**src/crs_pkg.sv**
```systemverilog
// Package for the core reset state block: coprocessor register numbers,
// field positions, reset values and the carrier types.
// Assumes a 32-bit core and coprocessor accesses by register and select number.
package crs_pkg;

  // ----------------------------------------------------------------------
  // Widths
  // ----------------------------------------------------------------------
  localparam int XLEN      = 32;
  localparam int STATIC_W  = 16;

  // ----------------------------------------------------------------------
  // Coprocessor register and select numbers
  // ----------------------------------------------------------------------
  localparam logic [4:0] REG_RANDOM  = 5'h01;
  localparam logic [4:0] REG_CTXCFG  = 5'h04;
  localparam logic [4:0] REG_PGRAIN  = 5'h05;
  localparam logic [4:0] REG_WIRED   = 5'h06;
  localparam logic [4:0] REG_COMPARE = 5'h0b;
  localparam logic [4:0] REG_STATUS  = 5'h0c;
  localparam logic [4:0] REG_CONFIG  = 5'h10;
  localparam logic [4:0] REG_WATCH   = 5'h12;
  localparam logic [4:0] REG_DEBUG   = 5'h17;
  localparam logic [4:0] REG_SCRATCH = 5'h1f;
  localparam logic [2:0] SEL_ZERO    = 3'h0;
  localparam logic [2:0] SEL_ONE     = 3'h1;
  localparam logic [2:0] SEL_CONFIG_WORD_FOUR = 3'h4;

  // ----------------------------------------------------------------------
  // Field positions
  // ----------------------------------------------------------------------
  localparam int ST_ERL  = 2;
  localparam int ST_NMI  = 19;
  localparam int ST_SR   = 20;
  localparam int ST_TS   = 21;
  localparam int ST_BEV  = 22;
  localparam int ST_RP   = 27;
  localparam int DB_FETCH_EXEC_INHIBIT = 5;
  localparam int DB_SST  = 8;
  localparam int DB_DBEP = 21;
  localparam int DB_IBEP = 24;
  localparam int DB_LOADSTORE_NORMAL_ACCESS = 28;
  localparam int DB_DM   = 30;
  localparam int CF_K0   = 0;
  localparam int CF_STAT = 3;
  localparam int CF_KU   = 25;
  localparam int CF_K23  = 28;
  localparam int C4_MASK = 16;

  // ----------------------------------------------------------------------
  // Reset values and fixed addresses
  // ----------------------------------------------------------------------
  localparam logic [2:0]      CCA_UNCACHED  = 3'h2;
  localparam logic [XLEN-1:0] CTX_RESET     = 32'h007ffff0;
  localparam logic [1:0]      PG_MASK_RESET = 2'h3;
  localparam logic [XLEN-1:0] BOOT_VA       = 32'hbfc00000;
  localparam logic [XLEN-1:0] BOOT_PA       = 32'h1fc00000;
  localparam logic [XLEN-1:0] SEG_PHYS_MASK = 32'h1fffffff;

  // ----------------------------------------------------------------------
  // Types
  // ----------------------------------------------------------------------
  typedef enum logic [1:0] {
    BIU_IDLE = 2'b00,
    BIU_PEND = 2'b01
  } crs_biu_state_t;

  typedef struct packed {
    logic            rd;
    logic            wr;
    logic [4:0]      regn;
    logic [2:0]      sel;
    logic [XLEN-1:0] wdata;
  } crs_cp_req_t;

  typedef struct packed {
    logic boot_vector_select;
    logic ts;
    logic sr;
    logic nmi;
    logic error_level;
    logic rp;
    logic dm;
  } crs_arch_flags_t;

endpackage : crs_pkg

```
**src/crs_scratch_word.sv**
```systemverilog
// One plain read/write storage word with no reset value.
// Assumes the caller gates the write strobe with clock enable and reset.
`timescale 1ns/1ps
module crs_scratch_word
  import crs_pkg::*;
#(
  parameter int W = XLEN
) (
  // Clock
  input  wire logic         clk,
  // Write side
  input  wire logic         wr_en,
  input  wire logic [W-1:0] wdata,
  // Stored value
  output logic [W-1:0]      q
);

  // Elaboration check: a word needs at least one bit
  if (W < 1) begin : g_bad_w
    $error("W must be at least 1");
  end

  typedef struct packed {
    logic [W-1:0] word;
  } crs_word_state_t;

  crs_word_state_t s_q;
  crs_word_state_t s_d;

  // Hold the last written value
  always_comb begin
    s_d = s_q;
    if (wr_en) begin
      s_d.word = wdata;
    end
  end

  // Storage flops, deliberately without reset
  always_ff @(posedge clk) begin
    s_q <= s_d;
  end

  assign q = s_q.word;

endmodule : crs_scratch_word

```
**src/crs_core_reset.sv**
```systemverilog
// Reset initialisation of the core control state (scratch words keep no reset value),
// translation-entry hidden bits, bus abort and first fetch.
// Assumes one clock, synchronous resets and a coprocessor access port.
`timescale 1ns/1ps
module crs_core_reset
  import crs_pkg::*;
#(
  parameter int              TLB_ENTRIES = 16,
  parameter bit              HAS_TLB     = 1'b1,
  parameter bit              FIXED_MAP   = 1'b0,
  parameter bit              DEBUG_IMPL  = 1'b1,
  parameter logic [7:0]      KSCR_MASK   = 8'h0c,
  parameter logic [XLEN-1:0] DEBUG_VA    = 32'hff200200
) (
  // Clock, enable and resets
  input  wire logic                   SYS_CLK,
  input  wire logic                   RST,
  input  wire logic                   SOFT_RST,
  input  wire logic                   CE,
  // Static configuration
  input  wire logic                   DEBUG_BOOT,
  input  wire logic [STATIC_W-1:0]    CFG_STATIC,
  // Coprocessor register access
  input  wire crs_cp_req_t            CP_REQ,
  output logic [XLEN-1:0]             CP_RDATA,
  output logic                        CP_RVALID,
  // Translation entries
  input  wire logic                   TLB_WRITE,
  input  wire logic [$clog2(TLB_ENTRIES)-1:0] TLB_WR_IDX,
  input  wire logic [TLB_ENTRIES-1:0] TLB_RAW_MATCH,
  output logic [TLB_ENTRIES-1:0]      TLB_MATCH_EN,
  // Bus interface
  input  wire logic                   BUS_REQ,
  input  wire logic                   BUS_DONE,
  output logic                        BUS_PENDING,
  output logic                        BUS_ABORT,
  // First fetch
  output logic                        FETCH_VALID,
  output logic [XLEN-1:0]             FETCH_VA,
  output logic [XLEN-1:0]             FETCH_PA,
  // Timer
  input  wire logic                   TIMER_HIT,
  output logic                        TIMER_PEND,
  // General registers
  input  wire logic                   GPR_WE,
  input  wire logic [4:0]             GPR_WIDX,
  input  wire logic [XLEN-1:0]        GPR_WDATA,
  input  wire logic [4:0]             GPR_RIDX,
  output logic [XLEN-1:0]             GPR_RDATA,
  // Architectural flags
  output crs_arch_flags_t             ARCH_FLAGS
);

  localparam int IDX_W = (TLB_ENTRIES > 1) ? $clog2(TLB_ENTRIES) : 1;
  localparam logic [IDX_W-1:0] IDX_MAX = IDX_W'(TLB_ENTRIES - 1);

  // ----------------------------------------------------------------------
  // Elaboration checks
  // ----------------------------------------------------------------------
  if (TLB_ENTRIES < 2 || TLB_ENTRIES > 64) begin : g_bad_tlb
    $error("TLB_ENTRIES must lie between 2 and 64");
  end
  if (KSCR_MASK[1] || (DEBUG_IMPL && KSCR_MASK[0])) begin : g_bad_sel
    $error("KSCR_MASK populates a select reserved for debug use");
  end
  if (KSCR_MASK[7:4] != 4'h0 || KSCR_MASK[0]) begin : g_bad_mask
    $error("KSCR_MASK may only populate selects 2 and 3");
  end

  // ----------------------------------------------------------------------
  // State
  // ----------------------------------------------------------------------
  typedef struct packed {
    crs_arch_flags_t            fl;
    logic [2:0]                 watch_en;
    logic [IDX_W-1:0]           random;
    logic [IDX_W-1:0]           wired;
    logic [2:0]                 k0;
    logic [2:0]                 ku;
    logic [2:0]                 k23;
    logic [STATIC_W-1:0]        cfg_static;
    logic [XLEN-1:0]            ctx;
    logic [1:0]                 pg_mask;
    logic                       loadstore_normal_access;
    logic                       ibep;
    logic                       dbep;
    logic                       fetch_exec_inhibit;
    logic                       single_step;
    logic [TLB_ENTRIES-1:0]     match_en;
    logic [XLEN-1:0]            compare;
    logic                       timer_pend;
    crs_biu_state_t             biu;
    logic                       pend;
    logic                       abort;
    logic                       fetch_pend;
    logic                       fetch_valid;
    logic [XLEN-1:0]            fetch_va;
    logic [XLEN-1:0]            fetch_pa;
    logic [XLEN-1:0]            rdata;
    logic                       rvalid;
    logic [XLEN-1:0]            gpr_rdata;
    logic [31:0][XLEN-1:0]      gpr;
  } crs_state_t;

  crs_state_t q;
  crs_state_t d;

  logic                   any_rst;
  logic                   cp_wr;
  logic                   cp_rd;
  logic [TLB_ENTRIES-1:0] live_match;
  logic                   multi_match;
  logic [XLEN-1:0]        rd_word;
  logic [XLEN-1:0]        status_word;
  logic [XLEN-1:0]        debug_word;
  logic [XLEN-1:0]        config_word;
  logic [2:0]             scr_wr;
  logic [2:0][XLEN-1:0]   scr_q;

  // Qualified strobes; writes are dropped while a reset is held
  assign any_rst = RST | SOFT_RST;
  assign cp_wr   = CE & ~any_rst & CP_REQ.wr;
  assign cp_rd   = CE & ~any_rst & CP_REQ.rd;

  // ----------------------------------------------------------------------
  // Scratch storage: debug-save and two kernel scratch words
  // ----------------------------------------------------------------------
  // Word 0 is the debug-save word; words 1 and 2 sit at selects 2 and 3
  always_comb begin
    scr_wr[0] = cp_wr && CP_REQ.regn == REG_SCRATCH && CP_REQ.sel == SEL_ZERO;
    scr_wr[1] = cp_wr && CP_REQ.regn == REG_SCRATCH && CP_REQ.sel == 3'h2
                && KSCR_MASK[2];
    scr_wr[2] = cp_wr && CP_REQ.regn == REG_SCRATCH && CP_REQ.sel == 3'h3
                && KSCR_MASK[3];
  end

  for (genvar i = 0; i < 3; i++) begin : g_scr
    crs_scratch_word #(
      .W (XLEN)
    ) u_word (
      .clk   (SYS_CLK),
      .wr_en (scr_wr[i]),
      .wdata (CP_REQ.wdata),
      .q     (scr_q[i])
    );
  end

  // ----------------------------------------------------------------------
  // Readback views
  // ----------------------------------------------------------------------
  // Assemble the packed register words from their fields
  always_comb begin
    status_word         = '0;
    status_word[ST_BEV] = q.fl.boot_vector_select;
    status_word[ST_TS]  = q.fl.ts;
    status_word[ST_SR]  = q.fl.sr;
    status_word[ST_NMI] = q.fl.nmi;
    status_word[ST_ERL] = q.fl.error_level;
    status_word[ST_RP]  = q.fl.rp;
    debug_word          = '0;
    debug_word[DB_DM]   = q.fl.dm;
    debug_word[DB_LOADSTORE_NORMAL_ACCESS] = q.loadstore_normal_access;
    debug_word[DB_IBEP] = q.ibep;
    debug_word[DB_DBEP] = q.dbep;
    debug_word[DB_FETCH_EXEC_INHIBIT] = q.fetch_exec_inhibit;
    debug_word[DB_SST]  = q.single_step;
    config_word         = '0;
    config_word[CF_K0 +: 3]         = q.k0;
    config_word[CF_STAT +: STATIC_W] = q.cfg_static;
    config_word[CF_KU +: 3]         = q.ku;
    config_word[CF_K23 +: 3]        = q.k23;
  end

  // Register read decode; unmapped numbers read as zero
  always_comb begin
    rd_word = '0;
    case (CP_REQ.regn)
      REG_RANDOM:  rd_word = XLEN'(q.random);
      REG_WIRED:   rd_word = XLEN'(q.wired);
      REG_CTXCFG:  rd_word = (CP_REQ.sel == SEL_ONE) ? q.ctx : '0;
      REG_PGRAIN:  rd_word = (CP_REQ.sel == SEL_ONE) ? XLEN'(q.pg_mask) : '0;
      REG_COMPARE: rd_word = q.compare;
      REG_STATUS:  rd_word = status_word;
      REG_WATCH:   rd_word = XLEN'(q.watch_en);
      REG_DEBUG:   rd_word = debug_word;
      REG_CONFIG: begin
        if (CP_REQ.sel == SEL_ZERO) begin
          rd_word = config_word;
        end else if (CP_REQ.sel == SEL_CONFIG_WORD_FOUR) begin
          rd_word[C4_MASK +: 8] = KSCR_MASK;
        end
      end
      REG_SCRATCH: begin
        case (CP_REQ.sel)
          3'h0:    rd_word = scr_q[0];
          3'h2:    rd_word = KSCR_MASK[2] ? scr_q[1] : '0;
          3'h3:    rd_word = KSCR_MASK[3] ? scr_q[2] : '0;
          default: rd_word = '0;
        endcase
      end
      default:     rd_word = '0;
    endcase
  end

  // Entries still carrying the hidden bit never match
  assign live_match  = TLB_RAW_MATCH & q.match_en;
  assign multi_match = (live_match & (live_match - 1'b1)) != '0;

  // ----------------------------------------------------------------------
  // Next-state logic
  // ----------------------------------------------------------------------
  // Reset loading has priority over the clock enable
  always_comb begin
    d           = q;
    if (any_rst) begin
      d.fl.boot_vector_select      = 1'b1;
      d.fl.sr       = SOFT_RST & ~RST;
      d.fl.error_level      = 1'b1;
      d.fl.ts       = 1'b0;
      d.fl.nmi      = 1'b0;
      d.fl.rp       = 1'b0;
      d.watch_en    = 3'h0;
      d.random      = HAS_TLB ? IDX_MAX : '0;
      d.wired       = '0;
      d.cfg_static  = CFG_STATIC;
      d.k0          = CCA_UNCACHED;
      d.ku          = FIXED_MAP ? CCA_UNCACHED : q.ku;
      d.k23         = FIXED_MAP ? CCA_UNCACHED : q.k23;
      d.ctx         = CTX_RESET;
      d.pg_mask     = PG_MASK_RESET;
      d.fl.dm       = DEBUG_BOOT & DEBUG_IMPL;
      d.loadstore_normal_access        = 1'b0;
      d.ibep        = 1'b0;
      d.dbep        = 1'b0;
      d.fetch_exec_inhibit        = 1'b0;
      d.single_step         = 1'b0;
      d.match_en    = '0;
      d.biu         = BIU_IDLE;
      d.abort       = 1'b1;
      d.fetch_pend  = 1'b1;
      d.fetch_valid = 1'b0;
      d.rvalid      = 1'b0;
      // General registers keep their contents
    end else if (CE) begin
      d.abort  = 1'b0; // Abort drops on the first enabled edge after release
      d.rvalid = 1'b0;
      // Random walks down from the top to the wired limit and wraps
      d.random = (q.random <= q.wired) ? IDX_MAX : q.random - 1'b1;
      // Hidden bit clears when its entry is written
      if (TLB_WRITE) begin
        d.match_en[TLB_WR_IDX] = 1'b1;
      end
      // Two or more live matches shut translation down
      if (multi_match) begin
        d.fl.ts = 1'b1;
      end
      // Bus machine: one pending transaction at a time
      case (q.biu)
        BIU_IDLE: d.biu = BUS_REQ ? BIU_PEND : BIU_IDLE;
        BIU_PEND: d.biu = BUS_DONE ? BIU_IDLE : BIU_PEND;
        default:  d.biu = BIU_IDLE;
      endcase
      // First fetch after release, one cycle
      d.fetch_valid = q.fetch_pend;
      d.fetch_pend  = 1'b0;
      if (q.fetch_pend) begin
        d.fetch_va = q.fl.dm ? DEBUG_VA : BOOT_VA;
        d.fetch_pa = q.fl.dm ? (DEBUG_VA & SEG_PHYS_MASK) : BOOT_PA;
      end
      // Register writes
      if (cp_wr) begin
        case (CP_REQ.regn)
          REG_STATUS: begin
            d.fl.boot_vector_select = CP_REQ.wdata[ST_BEV];
            d.fl.ts  = CP_REQ.wdata[ST_TS] | multi_match;
            d.fl.sr  = CP_REQ.wdata[ST_SR];
            d.fl.nmi = CP_REQ.wdata[ST_NMI];
            d.fl.error_level = CP_REQ.wdata[ST_ERL];
            d.fl.rp  = CP_REQ.wdata[ST_RP];
          end
          REG_WIRED: begin
            d.wired  = CP_REQ.wdata[IDX_W-1:0];
            d.random = IDX_MAX;
          end
          REG_CONFIG: begin
            if (CP_REQ.sel == SEL_ZERO) begin
              d.k0 = CP_REQ.wdata[CF_K0 +: 3];
              if (FIXED_MAP) begin
                d.ku  = CP_REQ.wdata[CF_KU +: 3];
                d.k23 = CP_REQ.wdata[CF_K23 +: 3];
              end
            end
          end
          REG_CTXCFG:  d.ctx      = (CP_REQ.sel == SEL_ONE) ? CP_REQ.wdata : q.ctx;
          REG_PGRAIN:  d.pg_mask  = (CP_REQ.sel == SEL_ONE) ? CP_REQ.wdata[1:0] : q.pg_mask;
          REG_WATCH:   d.watch_en = CP_REQ.wdata[2:0];
          REG_COMPARE: d.compare  = CP_REQ.wdata;
          REG_DEBUG: begin
            d.loadstore_normal_access = CP_REQ.wdata[DB_LOADSTORE_NORMAL_ACCESS];
            d.single_step  = CP_REQ.wdata[DB_SST];
          end
          default: d.compare = q.compare;
        endcase
      end
      // Compare write clears the timer flag; a new hit in that cycle wins
      if (TIMER_HIT) begin
        d.timer_pend = 1'b1;
      end else if (cp_wr && CP_REQ.regn == REG_COMPARE) begin
        d.timer_pend = 1'b0;
      end
      // Register reads answer one cycle later
      if (cp_rd) begin
        d.rdata  = rd_word;
        d.rvalid = 1'b1;
      end
      // General registers; index zero is never stored and reads zero
      if (GPR_WE && GPR_WIDX != 5'h00) begin
        d.gpr[GPR_WIDX] = GPR_WDATA;
      end
      d.gpr_rdata = (GPR_RIDX == 5'h00) ? '0 : q.gpr[GPR_RIDX];
    end
    d.pend = (d.biu == BIU_PEND); // Flopped copy for the pending pin
  end

  // State register
  always_ff @(posedge SYS_CLK) begin
    q <= d;
  end

  // ----------------------------------------------------------------------
  // Outputs, all straight from flops
  // ----------------------------------------------------------------------
  assign CP_RDATA     = q.rdata;
  assign CP_RVALID    = q.rvalid;
  assign TLB_MATCH_EN = q.match_en;
  assign BUS_PENDING  = q.pend;
  assign BUS_ABORT    = q.abort;
  assign FETCH_VALID  = q.fetch_valid;
  assign FETCH_VA     = q.fetch_va;
  assign FETCH_PA     = q.fetch_pa;
  assign TIMER_PEND   = q.timer_pend;
  assign GPR_RDATA    = q.gpr_rdata;
  assign ARCH_FLAGS   = q.fl;

endmodule : crs_core_reset

```
**config.mk**
```make
export PLATFORM = sky130hd
export DESIGN_NAME = crs_core_reset
export DESIGN_NICKNAME = d
export VERILOG_FILES = /design/src/crs_pkg.sv /design/src/crs_scratch_word.sv /design/src/crs_core_reset.sv
export SDC_FILE = /design/constraint.sdc
export NUM_CORES = 1
export LEC_CHECK = 0
export ABC_AREA = 1
export ABC_CLOCK_PERIOD_IN_PS = 10300
export BUFFER_PORTS_ARGS = -buffer_cell sky130_fd_sc_hd__buf_2
export CAP_MARGIN = 20
export CELL_PAD_IN_SITES_DETAIL_PLACEMENT = 2
export CELL_PAD_IN_SITES_GLOBAL_PLACEMENT = 2
export CORE_ASPECT_RATIO = 1.1
export CORE_UTILIZATION = 32
export CTS_CLUSTER_SIZE = 14
export DETAILED_ROUTE_END_ITERATION = 6
export GPL_TIMING_DRIVEN = 0
export MAX_ROUTING_LAYER = met4
export PLACE_DENSITY = 0.63
export RECOVER_POWER = 50
export SYNTH_ARGS = -nofsm -noshare
export SYNTH_HDL_FRONTEND = slang
export SYNTH_SLANG_ARGS = --single-unit
```
**constraint.sdc**
```tcl
create_clock -name SYS_CLK -period 10.3 [get_ports SYS_CLK]
set_input_delay 0 -clock SYS_CLK [delete_from_list [all_inputs] [get_ports SYS_CLK]]
set_output_delay 0 -clock SYS_CLK [all_outputs]
set_load 0.01 [all_outputs]
```
==> metrics.md <==
| Metric | Value |
|---|---|
| Most common cell after layout, fill and taps aside | `edfxtp_1` |
| Cell taking the most area after synthesis | `edfxtp_1` |
| Area contributors post-synth | `edfxtp_1 (71%), nor2_1 (5.5%), o21ai_0 (4.6%)` |
| Wirelength, routed | `~210 mm` |
| Die height | `427 um` |
| Number of port buffers | `227` |
| TritonCTS buffer count | `149` |
| Routed Antenna Nets | `0` |
| Clock Skew | `0.0212 ns` |
| LEAKAGE | `22.1 nW` |
| Setup violators final | `0` |
| Wire per inst | `30.1 um` |
| Unrepaired setup endpoints after global routing | `no` |
| Clk slew on worst S/H paths | `0.06 ns` |
| Number of global-route vias before repair | `39700` |
| CP Launch Type | `input pin` |
| Failing checks | `max-capacitance violations, max-slew violations` |
| Initial DRC Count | `approximately 3200` |
| HP Class | `in -> reg` |
| Worst vdd ir | `around 180 uV` |
| Die ar. | `166000 sq um` |
| Drt pass-1 iters | `5` |
| Min Tclk post-route | `4.31 ns` |
| Post-synthesis register bit count | `roughly 1300` |
| Overall power | `0.0118 W` |
| Initial antenna violation count | `16` |
| Sequential fraction of the synthesis area | `73.5%` |
| Largest net degree at the start of global routing | `33` |
| Post-synth cell types | `44` |
| Syn Area/Cell | `12.5 sq um` |
| Max Fclk | `between 200 and 250 MHz` |
| Least-Margin Pin Slew | `between 2 and 2.5 ns` |
| Area growth, synth to finish | `21.7%` |
| Share of cells above drive strength 1 | `13.5%` |
| Cell family with most CP delay | `buffers and inverters` |
| Power per cell area | `between 150 and 200 nW/um^2` |
| Kind of critical path | `in -> reg` |
| FFs w/ async S/R, synth | `0%` |
| Commonest cells after routing, fill and taps aside | `edfxtp_1 (1237), nor2_1 (739), nand2_1 (494)` |
| CP max stage delay | `0.79 ns` |
| Crit path max fanout | `26` |
| DR vias/cell | `roughly 5.3` |
| Worst reg2reg path startpoint | `TLB_MATCH_EN[6]` |
| IO Pins | `~290` |
| CTS sink cnt | `1314` |
| Worst path bufs/invs | `6` |
| Routability-driven placement congestion ratio | `~0.85` |
| Number of flops mapped to enable cells by yosys | `1237` |
| Yosys warns | `0` |
| Total Neg Setup Slack | `0 ns` |
| Initial Util | `32.3%` |
| Endpoints failing hold | `0` |
| Crit share post-route | `41.8%` |
| Hold WS | `approximately 0.036 ns` |
| Worst-path cell chain | `dlygate4sd3_1 -> clkbuf_1 -> nor2_1 -> dlygate4sd3_1 -> nand2_1 -> inv_1 -> buf_12 -> nand3_1 -> nor2_1 -> nand3_1 -> nor2_4 -> buf_12` |
| Htree depth | `4` |
| CTS tree | `built` |
| Crit path DAT | `4.80 ns` |
| Slew HR | `-59.0%` |
| Min-Delay Startpoint | `CP_REQ[41]` |
| Critical-path top delay cell | `dlygate4sd3_1` |
| Max-cap violations | `33` |
| Worst setup startpoint | `SOFT_RST` |
| Max clock buf depth | `3` |
| Width of the chip | `389 um` |
| # rows | `approximately 160` |
| Synth Flop Type | `edfxtp_1` |
| # fillers | `16600` |
| Clock root buffer | `clkbuf_16` |
| Global-route wire length before repair | `between 200 and 300 mm` |
| GRT overflow | `0` |
| Core area | `163000 sq um` |
| NumNets Final | `5013` |
| Post-synthesis cell count | `4194` |
| Status | `complete, but fails checks` |
| Final HPWL DP | `144 mm` |
| Overall Global Routing Usage | `26.3%` |
| Synthesized cell area | `52600 sq um` |
| Proportion of netlist area held by the largest area contributor | `between 70% and 80%` |
| # DRC | `0` |
| Worst Setup End Kind | `register` |
| Slew Limit Fails | `approximately 1100` |
| CP required | `about 11 ns` |
| DR vias | `38000` |
| Worst-skew pair later-pin latency | `0.81 ns` |
[tightest hold or removal path: stages]
cell and delay, ns:
dlygate4sd3_1 0.53, buf_2 0.10, inv_1 0.04, o21ai_0 0.13
[metrics by stage]
| step | util, % | cell area (sq um) | cells | setup slack, ns |
|---|---|---|---|---|
| detailed placement | 35.6 | 57900 | 6671 | 6.73 |
| finish | 39.4 | 64000 | 7122 | 5.99 |
| floorplan | - | 52900 | 4279 | 6.97 |
| global placement | 34.9 | 56700 | 6625 | 2.94 |
| global route | 39.3 | 64000 | 7115 | 5.69 |
| CTS | 39.4 | 64200 | 7105 | 6.36 |
[layout make-up]
class,instances,area (sq um),area share [%]
diodes,16,40.0,0.0625
plain buffers,386,2210,3.46
clock buffers,200,4050,6.33
clock inverters,60,480,0.750
inverters,124,465,0.727
multi-input cells,2455,11800,18.4
flip-flops and latches,1314,38700,60.4
well taps,2119,2650,4.14
repair buffers,448,3650,5.70
[state kept, by name, summed over array words and instances, names as in the netlist]
register and count:
ARCH_FLAGS 7, TIMER_PEND 1, FETCH_PA 2, q 1104
GPR_RDATA 32, CP_RDATA 32, debug_word 2, FETCH_VALID 1
g_scr.u_word.q 96, TLB_MATCH_EN 16, config_word 19, BUS_PENDING 1
CP_RVALID 1
[repair_timing]
action / CTS / global route
buffers inserted: 0 / 0
resized for setup: 0 / 0
hold buffers: 174 / 0
hold endpoints to repair: 1407 / 0
[cells by family (layout without fill, tap and decap cells)]
| logic type | count (synthesis) | count (layout) | synth area share [%] |
|---|---|---|---|
| flip-flops | 1314 | 1314 | 73.5 |
| other | 2 | 103 | 0.0143 |
| buffers and inverters | 510 | 1218 | 5.11 |
| AO/OA/AOI/OAI | 874 | 874 | 9.73 |
| adder cells (fa/ha/maj) | 5 | 5 | 0.119 |
| XOR/XNOR | 2 | 2 | 0.0333 |
| AND/OR/NAND/NOR | 1479 | 1479 | 11.3 |
| multiplexers | 8 | 8 | 0.152 |
[power by group]
part           internal, W  switching, W
Sequential         0.00588     0.0000115
Clock              0.00288       0.00223
Combinational     0.000213      0.000602
[path summary, 6_finish.rpt]
kind,to,slack (ns),cells past startpoint
max,q[438],5.99,12
min,CP_RVALID,0.04,4
max reg2reg,ARCH_FLAGS[5],7.15,13
min reg2reg,q[1217],0.46,2
[synthesized netlist by cell type (all sizes together) (7+ instances only)]
master	n
edfxtp	1237
nor2	777
o21ai	505
nand2	496
buf	244
clkbuf	142
nand3	135
inv	120
o22ai	116
dfxtp	77
o211ai	66
o221ai	55
a21oi	48
or2	35
a22oi	27
a31oi	22
nor3	20
o311ai	13
o2111ai	10
mux2i	8
nand3b	7
nand4	7
[per-layer routing]
| metal | routed length [um] | vias up | track usage [%] |
|---|---|---|---|
| met1 | 90600 | 20100 | 32.5 |
| li1 | - | 16300 | - |
| met2 | 107000 | 1213 | 44.8 |
| met3 | 9740 | 319 | 3.26 |
| met5 | 0 | - | - |
| met4 | 6370 | 0 | 8.08 |
Power figures use the tool's default switching activity.
